## config.mk

```make
export PLATFORM = sky130hd
export DESIGN_NAME = arl_readout
export DESIGN_NICKNAME = d
export VERILOG_FILES = /design/src/hw/arl_pkg.sv /design/src/hw/arl_crc_if.sv /design/src/hw/arl_crc16.sv /design/src/hw/arl_pin_sync.sv /design/src/hw/arl_readout.sv
export SDC_FILE = /design/constraint.sdc
export NUM_CORES = 2
export LEC_CHECK = 0
export BUFFER_PORTS_ARGS = -buffer_cell sky130_fd_sc_hd__clkbuf_2
export CELL_PAD_IN_SITES_DETAIL_PLACEMENT = 1
export CELL_PAD_IN_SITES_GLOBAL_PLACEMENT = 1
export CORE_ASPECT_RATIO = 1.5
export CORE_MARGIN = 2
export CORE_UTILIZATION = 48
export CTS_BUF_LIST = sky130_fd_sc_hd__clkbuf_4 sky130_fd_sc_hd__clkbuf_8
export CTS_CLUSTER_SIZE = 12
export DETAILED_ROUTE_END_ITERATION = 12
export PLACE_DENSITY_LB_ADDON = 0.1
export SETUP_SLACK_MARGIN = 0.02
export SLEW_MARGIN = 20
export SYNTH_ARGS = -nofsm -noshare
export SYNTH_HDL_FRONTEND = slang
export SYNTH_HIERARCHICAL = 1
export SYNTH_SLANG_ARGS = --single-unit
```

## constraint.sdc

```tcl
create_clock -name clk -period 25.6 [get_ports clk]
set_input_delay 1.28 -clock clk [delete_from_list [all_inputs] [get_ports clk]]
set_output_delay 1.28 -clock clk [all_outputs]
set_load 0.02 [all_outputs]
```

## src/hw/arl_pkg.sv

```systemverilog
// arl_pkg: shared constants, field positions and checksum functions for the readout integrity block.
// assumes a 5-bit register address space with 24-bit register words.
package arl_pkg;
  localparam int NCH = 6;
  localparam int DW = 24;
  localparam int NCFG = 22; // stored words 0x09..0x1e
  localparam int NCFGW = 23; // words covered by the config checksum, 0x09..0x1f
  localparam logic [4:0] ADDR_CH_LAST = 5'h05;
  localparam logic [4:0] ADDR_CFG_FIRST = 5'h09;
  localparam logic [4:0] ADDR_STATUS = 5'h0C;
  localparam logic [4:0] ADDR_CFG_LAST = 5'h1E;
  localparam logic [4:0] ADDR_KEY = 5'h1F;
  localparam logic [4:0] STAT_IDX = ADDR_STATUS - ADDR_CFG_FIRST;
  // status word fields
  localparam int STAT_READY_LSB = 0;
  localparam int STAT_LINK_BIT = 8;
  localparam int STAT_CRC_EN_BIT = 9;
  localparam int STAT_CRC_W32_BIT = 10;
  localparam int STAT_ALARM_EN_BIT = 11;
  localparam logic [23:0] STATUS_RST = 24'h00_013F;
  localparam logic [23:0] CFG_RST = 24'h00_0000;
  // key and checksum fields of the last word
  localparam int KEY_LSB = 16;
  localparam logic [7:0] KEY_OPEN = 8'hA5;
  localparam logic [7:0] KEY_RST = 8'hA5;
  localparam logic [15:0] CRC_POLY = 16'h8005;
  localparam logic [15:0] CRC_ZERO = 16'h0000;
  // config checksum pacing in modulator clock periods, read checksum lengths in bits
  localparam int CFG_TICKS = 21;
  localparam logic [4:0] CFG_LAST_TICK = 5'(CFG_TICKS - 1);
  localparam logic [5:0] CRC_BITS16 = 6'd16;
  localparam logic [5:0] CRC_BITS32 = 6'd32;

  // one message bit into the 0x8005 checksum, msb first
  function automatic logic [15:0] crc16_step(input logic [15:0] c, input logic b);
    logic fb;
    fb = c[15] ^ b;
    crc16_step = {c[14:0], 1'b0} ^ (fb ? CRC_POLY : CRC_ZERO);
  endfunction

  // a whole 24-bit word, msb first
  function automatic logic [15:0] crc16_word(input logic [15:0] c, input logic [DW-1:0] w);
    logic [15:0] r;
    r = c;
    for (int i = DW - 1; i >= 0; i--) begin
      r = crc16_step(r, w[i]);
    end
    crc16_word = r;
  endfunction
endpackage

```

## src/hw/arl_crc_if.sv

```systemverilog
// arl_crc_if: control and result of the serial read checksum engine.
// assumes one clock domain shared by both ends.
`timescale 1ns/1ps
interface arl_crc_if;
  logic clear;
  logic shift;
  logic din;
  logic [15:0] value;
  modport engine (input clear, input shift, input din, output value);
  modport user (output clear, output shift, output din, input value);
endinterface

```

## src/hw/arl_crc16.sv

```systemverilog
// arl_crc16: serial 16-bit checksum register for the outgoing read stream.
// assumes shift pulses come one per transmitted bit from the same clock.
`timescale 1ns/1ps
module arl_crc16 (
  // clock and reset
  input wire logic clk,
  input wire logic rst,
  // control and result
  arl_crc_if.engine crc
);
  import arl_pkg::*;

  typedef struct packed {
    logic [15:0] v;
  } arl_crc_st_t;

  arl_crc_st_t st_reg;
  arl_crc_st_t st_next;

  // clear takes priority so a new sequence always starts from zero
  always_comb begin
    st_next = st_reg;
    if (crc.clear) begin
      st_next.v = CRC_ZERO;
    end else if (crc.shift) begin
      st_next.v = crc16_step(st_reg.v, crc.din);
    end
  end

  // state register
  always_ff @(posedge clk or posedge rst) begin
    if (rst) begin
      st_reg <= '0;
    end else begin
      st_reg <= st_next;
    end
  end

  assign crc.value = st_reg.v;
endmodule // arl_crc16

```

## src/hw/arl_pin_sync.sv

```systemverilog
// arl_pin_sync: three-stage synchroniser with edge pulses for a slow outside clock pin.
// assumes the pin stays at each level for several cycles of clk.
`timescale 1ns/1ps
module arl_pin_sync (
  // clock and reset
  input wire logic clk,
  input wire logic rst,
  // pin and results
  input wire logic pin,
  output logic level,
  output logic rise,
  output logic fall
);
  typedef struct packed {
    logic [2:0] ff;
    logic lvl;
    logic rise;
    logic fall;
  } arl_sync_st_t;

  arl_sync_st_t st_reg;
  arl_sync_st_t st_next;

  // a change counts once the second and third stages agree
  always_comb begin
    st_next = st_reg;
    st_next.ff = {st_reg.ff[1:0], pin};
    if (st_reg.ff[1] == st_reg.ff[2]) begin
      st_next.lvl = st_reg.ff[2];
    end
    st_next.rise = st_next.lvl & ~st_reg.lvl;
    st_next.fall = ~st_next.lvl & st_reg.lvl;
  end

  // state register
  always_ff @(posedge clk or posedge rst) begin
    if (rst) begin
      st_reg <= '0;
    end else begin
      st_reg <= st_next;
    end
  end

  assign level = st_reg.lvl;
  assign rise = st_reg.rise;
  assign fall = st_reg.fall;
endmodule // arl_pin_sync

```

## src/hw/arl_readout.sv

```systemverilog
// arl_readout: double-buffered channel results, read stream checksum, write key and config checksum alarm.
// assumes framing logic on clk supplies sequence and channel read events and the register access strobes.
`timescale 1ns/1ps
module arl_readout (
  // clock and reset
  input wire logic clk,
  input wire logic rst,
  // outside clock pins
  input wire logic modulator_clock,
  input wire logic sck,
  // converter results
  input wire logic [arl_pkg::NCH-1:0] conv_ready,
  input wire logic [arl_pkg::NCH-1:0][arl_pkg::DW-1:0] conv_data,
  input wire logic [arl_pkg::NCH-1:0] chan_active,
  // read framing events
  input wire logic rd_seq_start,
  input wire logic rd_seq_end,
  input wire logic rd_chan_start,
  input wire logic [2:0] rd_chan,
  input wire logic rd_bit,
  input wire logic rd_set_done,
  // checksum on the data output
  output logic sdo_crc_active,
  output logic sdo_crc_bit,
  // register access
  input wire logic wr_req,
  input wire logic [4:0] wr_addr,
  input wire logic [arl_pkg::DW-1:0] wr_data,
  output logic wr_done,
  input wire logic [4:0] rd_addr,
  output logic [arl_pkg::DW-1:0] rd_data,
  // pins and state
  output logic data_ready_pin_n,
  output logic config_alarm
);
  import arl_pkg::*;

  typedef enum logic [2:0] {
    SEQ_IDLE = 3'b001,
    SEQ_RUN = 3'b010,
    SEQ_CRC = 3'b100
  } arl_seq_t;

  typedef struct packed {
    arl_seq_t seq;
    logic [NCH-1:0][DW-1:0] stage1;
    logic [NCH-1:0][DW-1:0] stage2;
    logic [NCH-1:0] ready_n;
    logic [NCH-1:0] pend;
    logic [NCFG-1:0][DW-1:0] cfg;
    logic [7:0] key;
    logic [15:0] cfg_crc;
    logic [15:0] acc;
    logic [15:0] ref_crc;
    logic ref_ok;
    logic alarm;
    logic [4:0] tick;
    logic dr_low;
    logic dr_n;
    logic [31:0] crc_sr;
    logic [5:0] crc_cnt;
    logic [DW-1:0] rd_data;
    logic wr_done;
  } arl_st_t;

  arl_st_t st_reg;
  arl_st_t st_next;
  arl_crc_if crc_bus ();
  logic dm_rise;
  logic dm_fall;
  logic sck_rise;
  logic sck_fall;
  logic [NCH-1:0] cap;
  logic locked;
  logic wr_ok;

  // word j of the checksum message, flags forced to ones and checksum field to zeros
  function automatic logic [DW-1:0] cfg_word(input arl_st_t s, input logic [4:0] j);
    logic [DW-1:0] w;
    w = '0;
    if (j == 5'(NCFG)) begin
      w = {s.key, CRC_ZERO};
    end else begin
      w = s.cfg[j];
      if (j == STAT_IDX) begin
        w[STAT_READY_LSB +: NCH] = '1;
      end
    end
    cfg_word = w;
  endfunction

  // pin synchronisers for the two outside clocks
  arl_pin_sync u_dm_sync (
    .clk(clk),
    .rst(rst),
    .pin(modulator_clock),
    .level(),
    .rise(dm_rise),
    .fall(dm_fall)
  );

  arl_pin_sync u_sck_sync (
    .clk(clk),
    .rst(rst),
    .pin(sck),
    .level(),
    .rise(sck_rise),
    .fall(sck_fall)
  );

  // serial checksum of the outgoing read stream
  arl_crc16 u_crc (
    .clk(clk),
    .rst(rst),
    .crc(crc_bus)
  );

  assign locked = st_reg.key != KEY_OPEN;
  assign wr_ok = wr_req && wr_addr >= ADDR_CFG_FIRST && (!locked || wr_addr == ADDR_KEY);

  // first latch stage capture set, joined across active channels when linked
  always_comb begin
    logic [NCH-1:0] seen;
    seen = (st_reg.pend | conv_ready) & chan_active;
    cap = '0;
    if (st_reg.cfg[STAT_IDX][STAT_LINK_BIT]) begin
      if (chan_active != '0 && seen == chan_active) begin
        cap = chan_active;
      end
    end else begin
      cap = conv_ready & chan_active;
    end
  end

  // read checksum engine controls
  assign crc_bus.din = rd_bit;
  assign crc_bus.shift = st_reg.seq == SEQ_RUN && sck_rise;
  assign crc_bus.clear = rd_seq_start || (st_reg.seq == SEQ_CRC && sck_fall && st_reg.crc_cnt == 6'd1)
    || (st_reg.seq == SEQ_RUN && rd_set_done && !st_reg.cfg[STAT_IDX][STAT_CRC_EN_BIT]);

  // next state of the whole block
  always_comb begin
    logic [15:0] res;
    logic [4:0] j;
    res = '0;
    j = '0;
    st_next = st_reg;
    st_next.wr_done = wr_ok;
    // first stage latches, ready flag cleared on capture
    for (int i = 0; i < NCH; i++) begin
      if (cap[i]) begin
        st_next.stage1[i] = conv_data[i];
      end
    end
    st_next.pend = (st_reg.cfg[STAT_IDX][STAT_LINK_BIT] && cap == '0) ? (st_reg.pend | conv_ready) & chan_active : '0;
    // second stage freezes the channel whose read begins
    if (rd_chan_start && rd_chan <= 3'(ADDR_CH_LAST)) begin
      st_next.stage2[rd_chan] = st_reg.stage1[rd_chan];
      st_next.ready_n[rd_chan] = 1'b1;
    end
    st_next.ready_n = st_next.ready_n & ~cap; // capture wins over a read in the same cycle
    // data ready pulse: low from the capture to the next modulator falling edge
    if (cap != '0) begin
      st_next.dr_low = 1'b1;
    end else if (dm_fall) begin
      st_next.dr_low = 1'b0;
    end
    st_next.dr_n = !(st_reg.dr_low || st_reg.alarm);
    // register writes
    if (wr_ok) begin
      if (wr_addr == ADDR_KEY) begin
        st_next.key = wr_data[KEY_LSB +: 8];
      end else begin
        st_next.cfg[5'(wr_addr - ADDR_CFG_FIRST)] = wr_data;
      end
    end
    // config checksum, one word per modulator period, last three words together
    if (!locked) begin
      st_next.tick = '0;
      st_next.acc = CRC_ZERO;
      st_next.cfg_crc = CRC_ZERO;
      st_next.ref_ok = 1'b0;
      st_next.alarm = 1'b0;
    end else if (wr_ok) begin
      st_next.tick = '0;
      st_next.acc = CRC_ZERO;
      st_next.ref_ok = 1'b0;
    end else if (dm_rise) begin
      if (st_reg.tick == CFG_LAST_TICK) begin
        res = crc16_word(st_reg.acc, cfg_word(st_reg, CFG_LAST_TICK));
        res = crc16_word(res, cfg_word(st_reg, 5'(NCFG - 1)));
        res = crc16_word(res, cfg_word(st_reg, 5'(NCFG)));
        st_next.cfg_crc = res;
        st_next.acc = CRC_ZERO;
        st_next.tick = '0;
        if (!st_reg.ref_ok) begin
          st_next.ref_crc = res;
          st_next.ref_ok = 1'b1;
        end else if (res != st_reg.ref_crc && st_reg.cfg[STAT_IDX][STAT_ALARM_EN_BIT]) begin
          st_next.alarm = 1'b1;
        end
      end else begin
        j = st_reg.tick;
        st_next.acc = crc16_word(st_reg.acc, cfg_word(st_reg, j));
        st_next.tick = st_reg.tick + 5'd1;
      end
    end
    // read sequence and checksum framing
    unique case (st_reg.seq)
      SEQ_IDLE: begin
        if (rd_seq_start) begin
          st_next.seq = SEQ_RUN;
        end
      end
      SEQ_RUN: begin
        if (rd_set_done && st_reg.cfg[STAT_IDX][STAT_CRC_EN_BIT]) begin
          st_next.seq = SEQ_CRC;
          st_next.crc_sr = {crc_bus.value, CRC_ZERO};
          st_next.crc_cnt = st_reg.cfg[STAT_IDX][STAT_CRC_W32_BIT] ? CRC_BITS32 : CRC_BITS16;
        end
      end
      SEQ_CRC: begin
        if (sck_fall) begin
          st_next.crc_sr = {st_reg.crc_sr[30:0], 1'b0};
          st_next.crc_cnt = st_reg.crc_cnt - 6'd1;
          if (st_reg.crc_cnt == 6'd1) begin
            st_next.seq = SEQ_RUN;
          end
        end
      end
    endcase
    if (rd_seq_end) begin
      st_next.seq = SEQ_IDLE;
    end
    // registered read data
    st_next.rd_data = '0;
    if (rd_addr <= ADDR_CH_LAST) begin
      st_next.rd_data = st_reg.stage2[rd_addr];
    end else if (rd_addr == ADDR_KEY) begin
      st_next.rd_data = {st_reg.key, st_reg.cfg_crc};
    end else if (rd_addr >= ADDR_CFG_FIRST) begin
      st_next.rd_data = st_reg.cfg[5'(rd_addr - ADDR_CFG_FIRST)];
      if (rd_addr == ADDR_STATUS) begin
        st_next.rd_data[STAT_READY_LSB +: NCH] = st_reg.ready_n;
      end
    end
  end

  // state register; key open and alarm clear from reset
  always_ff @(posedge clk or posedge rst) begin
    if (rst) begin
      st_reg <= '0;
      st_reg.seq <= SEQ_IDLE;
      st_reg.ready_n <= '1;
      st_reg.key <= KEY_RST;
      st_reg.cfg_crc <= CRC_ZERO;
      st_reg.alarm <= 1'b0;
      st_reg.dr_n <= 1'b1;
      for (int i = 0; i < NCFG; i++) begin
        st_reg.cfg[i] <= (i == int'(STAT_IDX)) ? STATUS_RST : CFG_RST;
      end
    end else begin
      st_reg <= st_next;
    end
  end

  assign sdo_crc_active = st_reg.seq == SEQ_CRC;
  assign sdo_crc_bit = st_reg.crc_sr[31];
  assign wr_done = st_reg.wr_done;
  assign rd_data = st_reg.rd_data;
  assign data_ready_pin_n = st_reg.dr_n;
  assign config_alarm = st_reg.alarm;

  // checks
  capture_data_a: assert property (@(posedge clk) disable iff (rst)
    cap[0] |=> st_reg.stage1[0] == $past(conv_data[0]) && !st_reg.ready_n[0])
    else $error("channel capture missed");
  read_freeze_a: assert property (@(posedge clk) disable iff (rst)
    rd_chan_start && rd_chan == 3'd0 |=> st_reg.stage2[0] == $past(st_reg.stage1[0]))
    else $error("read freeze missed");
  locked_write_a: assert property (@(posedge clk) disable iff (rst)
    wr_req && locked && wr_addr != ADDR_KEY |=> $stable(st_reg.cfg) && !wr_done)
    else $error("write taken while locked");
  key_write_a: assert property (@(posedge clk) disable iff (rst)
    wr_req && wr_addr == ADDR_KEY |=> st_reg.key == $past(wr_data[KEY_LSB +: 8]))
    else $error("key write lost");
  unlocked_crc_a: assert property (@(posedge clk) disable iff (rst)
    !locked && $past(!locked) |-> st_reg.cfg_crc == CRC_ZERO && st_reg.tick == 5'd0)
    else $error("config checksum active while unlocked");
  tick_range_a: assert property (@(posedge clk) disable iff (rst)
    st_reg.tick <= CFG_LAST_TICK and (dm_rise && locked && !wr_ok && st_reg.tick == 5'd3 |=> st_reg.tick == 5'd4))
    else $error("config checksum pacing wrong");
  crc_frame_a: assert property (@(posedge clk) disable iff (rst)
    st_reg.seq == SEQ_RUN && rd_set_done && !rd_seq_end && st_reg.cfg[STAT_IDX][STAT_CRC_EN_BIT]
    |=> st_reg.seq == SEQ_CRC && st_reg.crc_sr[31:16] == $past(crc_bus.value)
    && st_reg.crc_cnt == ($past(st_reg.cfg[STAT_IDX][STAT_CRC_W32_BIT]) ? CRC_BITS32 : CRC_BITS16))
    else $error("checksum framing wrong");
  no_crc_a: assert property (@(posedge clk) disable iff (rst)
    st_reg.seq == SEQ_RUN && !st_reg.cfg[STAT_IDX][STAT_CRC_EN_BIT] |=> st_reg.seq != SEQ_CRC)
    else $error("checksum sent while disabled");
  alarm_pin_a: assert property (@(posedge clk) disable iff (rst)
    st_reg.alarm |=> !data_ready_pin_n)
    else $error("alarm not on pin");
  alarm_hold_a: assert property (@(posedge clk) disable iff (rst)
    st_reg.alarm && locked |=> st_reg.alarm)
    else $error("alarm dropped while locked");
  unlock_clear_a: assert property (@(posedge clk) disable iff (rst)
    !locked |=> !st_reg.alarm)
    else $error("alarm kept after unlock");
  dr_pulse_a: assert property (@(posedge clk) disable iff (rst)
    cap != '0 |=> ##1 !data_ready_pin_n)
    else $error("data ready pulse missing");
endmodule // arl_readout
```

== After elaboration in Yosys (flattened, before gate mapping) ==
Cells that the tools add are included.
Word-level totals
  register bits: 987
  input port bits: 203
  output and inout port bits: 29
  logic and storage cells: 518
Operators by class
  add/sub/neg operators: 4
  $lt $le $gt $ge: 11
  equal/unequal tests: 28
  mux-type cells: 170
  bitwise logic cells: 211
  reduce and logical (&&, ||, !) cells: 35
Operator list (number)
  16-bit 2-to-1 mux: 103
  16-bit XOR: 97
  24-bit 2-to-1 mux: 26
  528-bit bitwise mux: 1
  24-bit binary-select mux with 5-bit select: 2
  24-bit binary-select mux with 3-bit select: 2
  144-bit bitwise mux: 1
  24-bit demux with 5-bit select: 1
  1-bit XOR: 97
  38-bit 2-to-1 mux: 2
  38-bit one-hot mux with 2 select lines: 1
  24-bit demux with 3-bit select: 1
  55-bit 2-to-1 mux: 1
  6-bit 2-to-1 mux: 7
  32-bit 2-to-1 mux: 1
  5-bit equality test, second input constant: 4
  6-bit bitwise AND: 3
  5-bit by 6-bit less-than comparator with 1-bit output, second input constant: 3
  18-bit 2-to-1 mux: 1
  17-bit 2-to-1 mux: 1
  16-bit inequality test: 1
  3-bit 2-to-1 mux: 5
  1-bit logical AND: 14
  6-bit OR: 2
  other kinds (41): 82

== Longest topological paths before layout ==
  word-level depth: 230
  gate-level depth with buffers: 19
  mapped depth without buffers: 12

== Modules after synthesis ==
The synthesis kept the hierarchy.
Modules (own cells, without submodules)
  arl_readout: times used 1, cells an instance 3821, area an instance 49179.7 sq um, sequential area each 23621.4 sq um
  arl_crc16: times used 1, cells an instance 60, area an instance 700.7 sq um, sequential area each 400.4 sq um
  arl_pin_sync: times used 2, cells an instance 10, area an instance 182.7 sq um, sequential area each 150.1 sq um

== Worst setup path before layout ==
No wires, ideal clock.
  kind: input -> register
  start: in rd_addr[0]
  end: reg st_reg (netlist bit rd_data[10])
  library setup time: 0.127 ns
  arrival time: 5.767 ns
  required time: 25.473 ns
  setup slack: 19.706 ns
  stages: 15
  path buffers: 8
  cells stage by stage: clkbuf_1 -> buf_1 -> buf_1 -> inv_1 -> ha_1 -> clkbuf_1 -> clkbuf_1 -> buf_1 -> clkbuf_1 -> buf_1 -> mux4_2 -> mux2i_1 -> o22ai_1 -> a222oi_1 -> inv_1
RTL lines
  start: declaration: line arl_readout.sv:30  | input wire logic [4:0] rd_addr,
  end signal: assignment: line arl_readout.sv:263  | st_reg <= st_next;
  end: declaration: line arl_readout.sv:66  | arl_st_t st_reg;

== Final worst setup path ==
  start: reg st_reg[65] in the netlist's numbering
  end: reg st_reg[103] in the netlist's numbering
Between the ends
  word-level cells in the longest chain between the ends: 83
  elaborated cells between the ends (all ways): 87
  those cells by class: eq/ne (3); mux (36); bitwise (48)
RTL lines
  24-bit binary-select mux with 5-bit select: line arl_readout.sv:84  | w = s.cfg[j];
  24-bit 2-to-1 mux (implied by the code): line arl_readout.sv:84
  24-bit 2-to-1 mux: line arl_readout.sv:81  | if (j == 5'(NCFG)) begin
  24-bit 2-to-1 mux: line arl_readout.sv:189  | if (st_reg.tick == CFG_LAST_TICK) begin
  24-bit 2-to-1 mux: line arl_readout.sv:188  | end else if (dm_rise) begin
  24-bit 2-to-1 mux: line arl_readout.sv:184  | end else if (wr_ok) begin
  24-bit 2-to-1 mux: line arl_readout.sv:178  | if (!locked) begin
  1-bit XOR: line arl_pkg.sv:37  | fb = c[15] ^ b;
  (+67 left out)
  16-bit XOR: line arl_pkg.sv:38  | crc16_step = {c[14:0], 1'b0} ^ (fb ? CRC_POLY : CRC_ZERO);
  1-bit XOR: line arl_pkg.sv:37
  16-bit 2-to-1 mux: line arl_pkg.sv:38
  16-bit XOR: line arl_pkg.sv:38
  16-bit 2-to-1 mux *: line arl_readout.sv:189
  55-bit 2-to-1 mux *: line arl_readout.sv:188
  16-bit 2-to-1 mux *: line arl_readout.sv:184
  32-bit 2-to-1 mux *: line arl_readout.sv:178
Every way passes the cells marked *; elsewhere a longest branch is shown, timed or not. The select of a mux whose other input is x is not followed.
A chain may end at the register's enable or synchronous reset.

==> impl_metrics.yaml <==
run_status:
  status: "complete, no violations"
timing:
  whs_ns: 0.3490
  fin_crit_ns: 6.051
  tightest_slew_ns: 1.136
  skew_ns: 0.04501
  setup_viol: 0
  max_freq_mhz: 165.3
  rsz0062_at_grt: "false"
  finalMaxSlewViolations: 0
  hold_viol: 0
  setup_tns_ns: 0
  maxSlewHeadroom_pct: 24.24
  post-route-period-util_pct: 23.64
setup_path:
  crit_type: "reg2reg"
  cp_max_fo: 45
  worstPathRequired_ns: 26.36
  worstPathArrival_ns: 6.81
  worstReg2RegStart: "st_reg[65]$_DFFE_PP0P_"
  crit_start: "st_reg[65]$_DFFE_PP0P_"
  cp-end-kind: "flop"
  startpoint_type: "flop"
synthesis:
  synth_most_common_cell: "dfrtp_1"
  synth_common_cells: "952 x dfrtp_1, 692 x mux2_2, 404 x nand2_1"
  synth_area_mm2: 0.05025
  synth_cells: 3901
  yosysWarnings: 6
  avgSynthCellArea_um2: 12.88
  yosys.cell_types.count: 83
  synth_top_cell_area_share_pct: 47.41
  synth_area_leader_cell: "dfrtp_1"
  synth-edff-count: 0
  async_reset_ff_share_pct: 100.0
  synth_fp_nets: 4113
  synth_seq_cells: 971
  seq_area_frac_synth_pct: 48.41
  synth_ff_type: "dfrtp_1"
  synth.top_cells.by_area: "dfrtp_1 47%, mux2_2 16%, mux4_2 11%, mux2i_1 3.7%, nand2_1 3.0%"
cts:
  clockBufferDepth: 3
  insertion_delay_ns: 0.88
  cts_tree: "built"
  clk_pin_slew_ns: 0.06
  cts-resized-gates: 0
  cts-buffers-inserted: 158
  cts.sinks: 971
  cts_root_buf: "clkbuf_8"
  h-tree-depth: 4
  postCtsHoldBufs: 0
  cts_setup_buffers: 0
floorplanning:
  die_w_um: 268.2
  num_rows: 145
  die_y_um: 400.3
  boundaryPins: 232
  core_mm2: 0.1040
  dieArea_mm2: 0.1073
  start_util_pct: 48.33
placement:
  portBuffers: 231
  gp_congestion: 0.9670
  dp_hpwl_um: 114600
grt:
  antenna_found_initial: 13
  grt_use_total_pct: 32.69
  grt_max_degree: 173
  grt_first_pass_wirelength_um: 256300
  grt_overflow: 0
  grt_pass1_vias: 37700
detailed_routing:
  route.detailed.wl_per_inst_um: 30.68
  vias_per_cell: 6.197
  ant_nets: 0
  drcViolationCount: 0
  routed_wl_um: 170900
  vias: 34530
  dr.pass1.iters: 6
  drt_iter0_drc: 2280
power:
  power_frac_clock_pct: 28.1
  switchingPower_uw: 1874
  leakage_uw: 0.02567
  peakVddDrop_v: 0.0002367
  powerDensity_mw_per_mm2: 92.29
  seqPwrFrac_pct: 33.8
  pwr-share-comb_pct: 38.1
  p_int_uw: 3298
  swShare_pct: 36.24
final_layout:
  area_delta_synth_final_pct: 11.54
  largest_reg_flops: 915
  ff_latch_area_mm2: 0.02433
  multi_input_area_mm2: 0.02441
  nets: 4259
  nFillCells: 10420
  drive_gt1_share_pct: 39.19
flow_run:
  timing.max_cap.violations: 0
worst_hold_path:
  hold_class: "in2async"
## stage by stage
stage | util, % | total power [µW] | instances | worst slack [ns] | area (µm²)
2_1_floorplan | - | 3197 | 3901 | 11.35 | 50250
3_3_place_gp | 50.60 | 3690 | 5282 | 19.01 | 52600
3_5_place_dp | 50.62 | 3722 | 5283 | 18.99 | 52620
4_1_cts | 53.87 | 5187 | 5563 | 19.53 | 56000
5_1_grt | 53.90 | 5387 | 5568 | 19.19 | 56040
6_report | 53.91 | 5172 | 5571 | 19.55 | 56040
## critical path: stages, from the launching register on
cell	delay (ns)
dfrtp_4	0.91
buf_4	0.86
buf_4	0.75
nor2b_1	0.41
a22oi_1	0.22
o221a_2	0.32
a211oi_2	0.29
xor3_1	0.41
xnor3_1	0.40
xnor3_1	0.39
xnor3_2	0.29
xnor3_1	0.38
a22o_1	0.21
## power by group through the flow
stage	Combinational, µW	Sequential (µW)	Clock [µW]
after global placement	1920	1770	0
after global routing	2080	1760	1550
after floorplan	1460	1740	0
final	1970	1750	1450
after CTS	1950	1750	1480
after detailed placement	1950	1780	0
## cell usage in the layout, fill, tap and decap left out, drive strengths merged, types with 9 or more instances in the layout
master  instances
a21oi          34
a221oi         11
a222oi         24
a22o           25
a22oi          19
a31oi          27
buf            94
clkbuf        487
clkinv         14
dfrtp         952
dfstp          19
ha              9
inv            72
mux2          693
mux2i         184
mux4          256
nand2         404
nand2b         10
nand3          49
nor2           98
nor2b          11
nor3           12
nor3b          12
nor4            9
o211ai         35
o21ai         252
o22ai          45
o311ai         17
xnor2         110
xnor3          30
xor2           61
## worst paths after layout
kind	end	slack, ns	cells after the start
worst max-delay path	st_reg[103]$_DFFE_PP0P_	19.55	12
min in group clk	u_sck_sync/st_next[5]$_DFF_PP0_	0.35	0
worst min-delay path	u_sck_sync/st_next[4]$_DFF_PP0_	0.35	2
worst max register to register	st_reg[103]$_DFFE_PP0P_	19.55	12
worst min register to register	u_sck_sync/st_next[5]$_DFF_PP0_	0.35	0
max in group asynchronous	st_reg[287]$_DFFE_PP0P_	21.11	6
## per-layer routing
| layer | part of all wire (%) | up-vias | track usage [%] |
|---|---|---|---|
| met5 | 0.032 | - | 0 |
| met4 | 6.4 | 8 | 19.25 |
| met3 | 5.4 | 425 | 6.866 |
| met2 | 51 | 1144 | 55.63 |
| met1 | 37 | 18370 | 37.74 |
| li1 | - | 14580 | - |
## final cells by class
cell class	count	area share [%]
Clock buffer	258	5.689
Clock inverter	22	0.3349
Multi-Input combinational cell	2525	43.56
Timing Repair Buffer	323	3.389
Tap cell	1396	3.117
Sequential cell	971	43.42
Antenna cell	8	0.03572
Inverter	68	0.4621
## kinds of logic (layout without fill, tap and decap cells)
logic type / count (synthesis) / in the layout / synth area share [%]
other: 0 / 8 / 0
multiplexers: 1133 / 1133 / 30.72
AO/OA/AOI/OAI: 524 / 524 / 6.614
flip-flops: 971 / 971 / 48.41
buffers and inverters: 405 / 671 / 3.728
adder cells (fa/ha/maj): 11 / 11 / 0.2689
AND/OR/NAND/NOR: 650 / 650 / 5.618
XOR/XNOR: 207 / 207 / 4.642
Note: power is estimated with default switching activity, not from simulation.
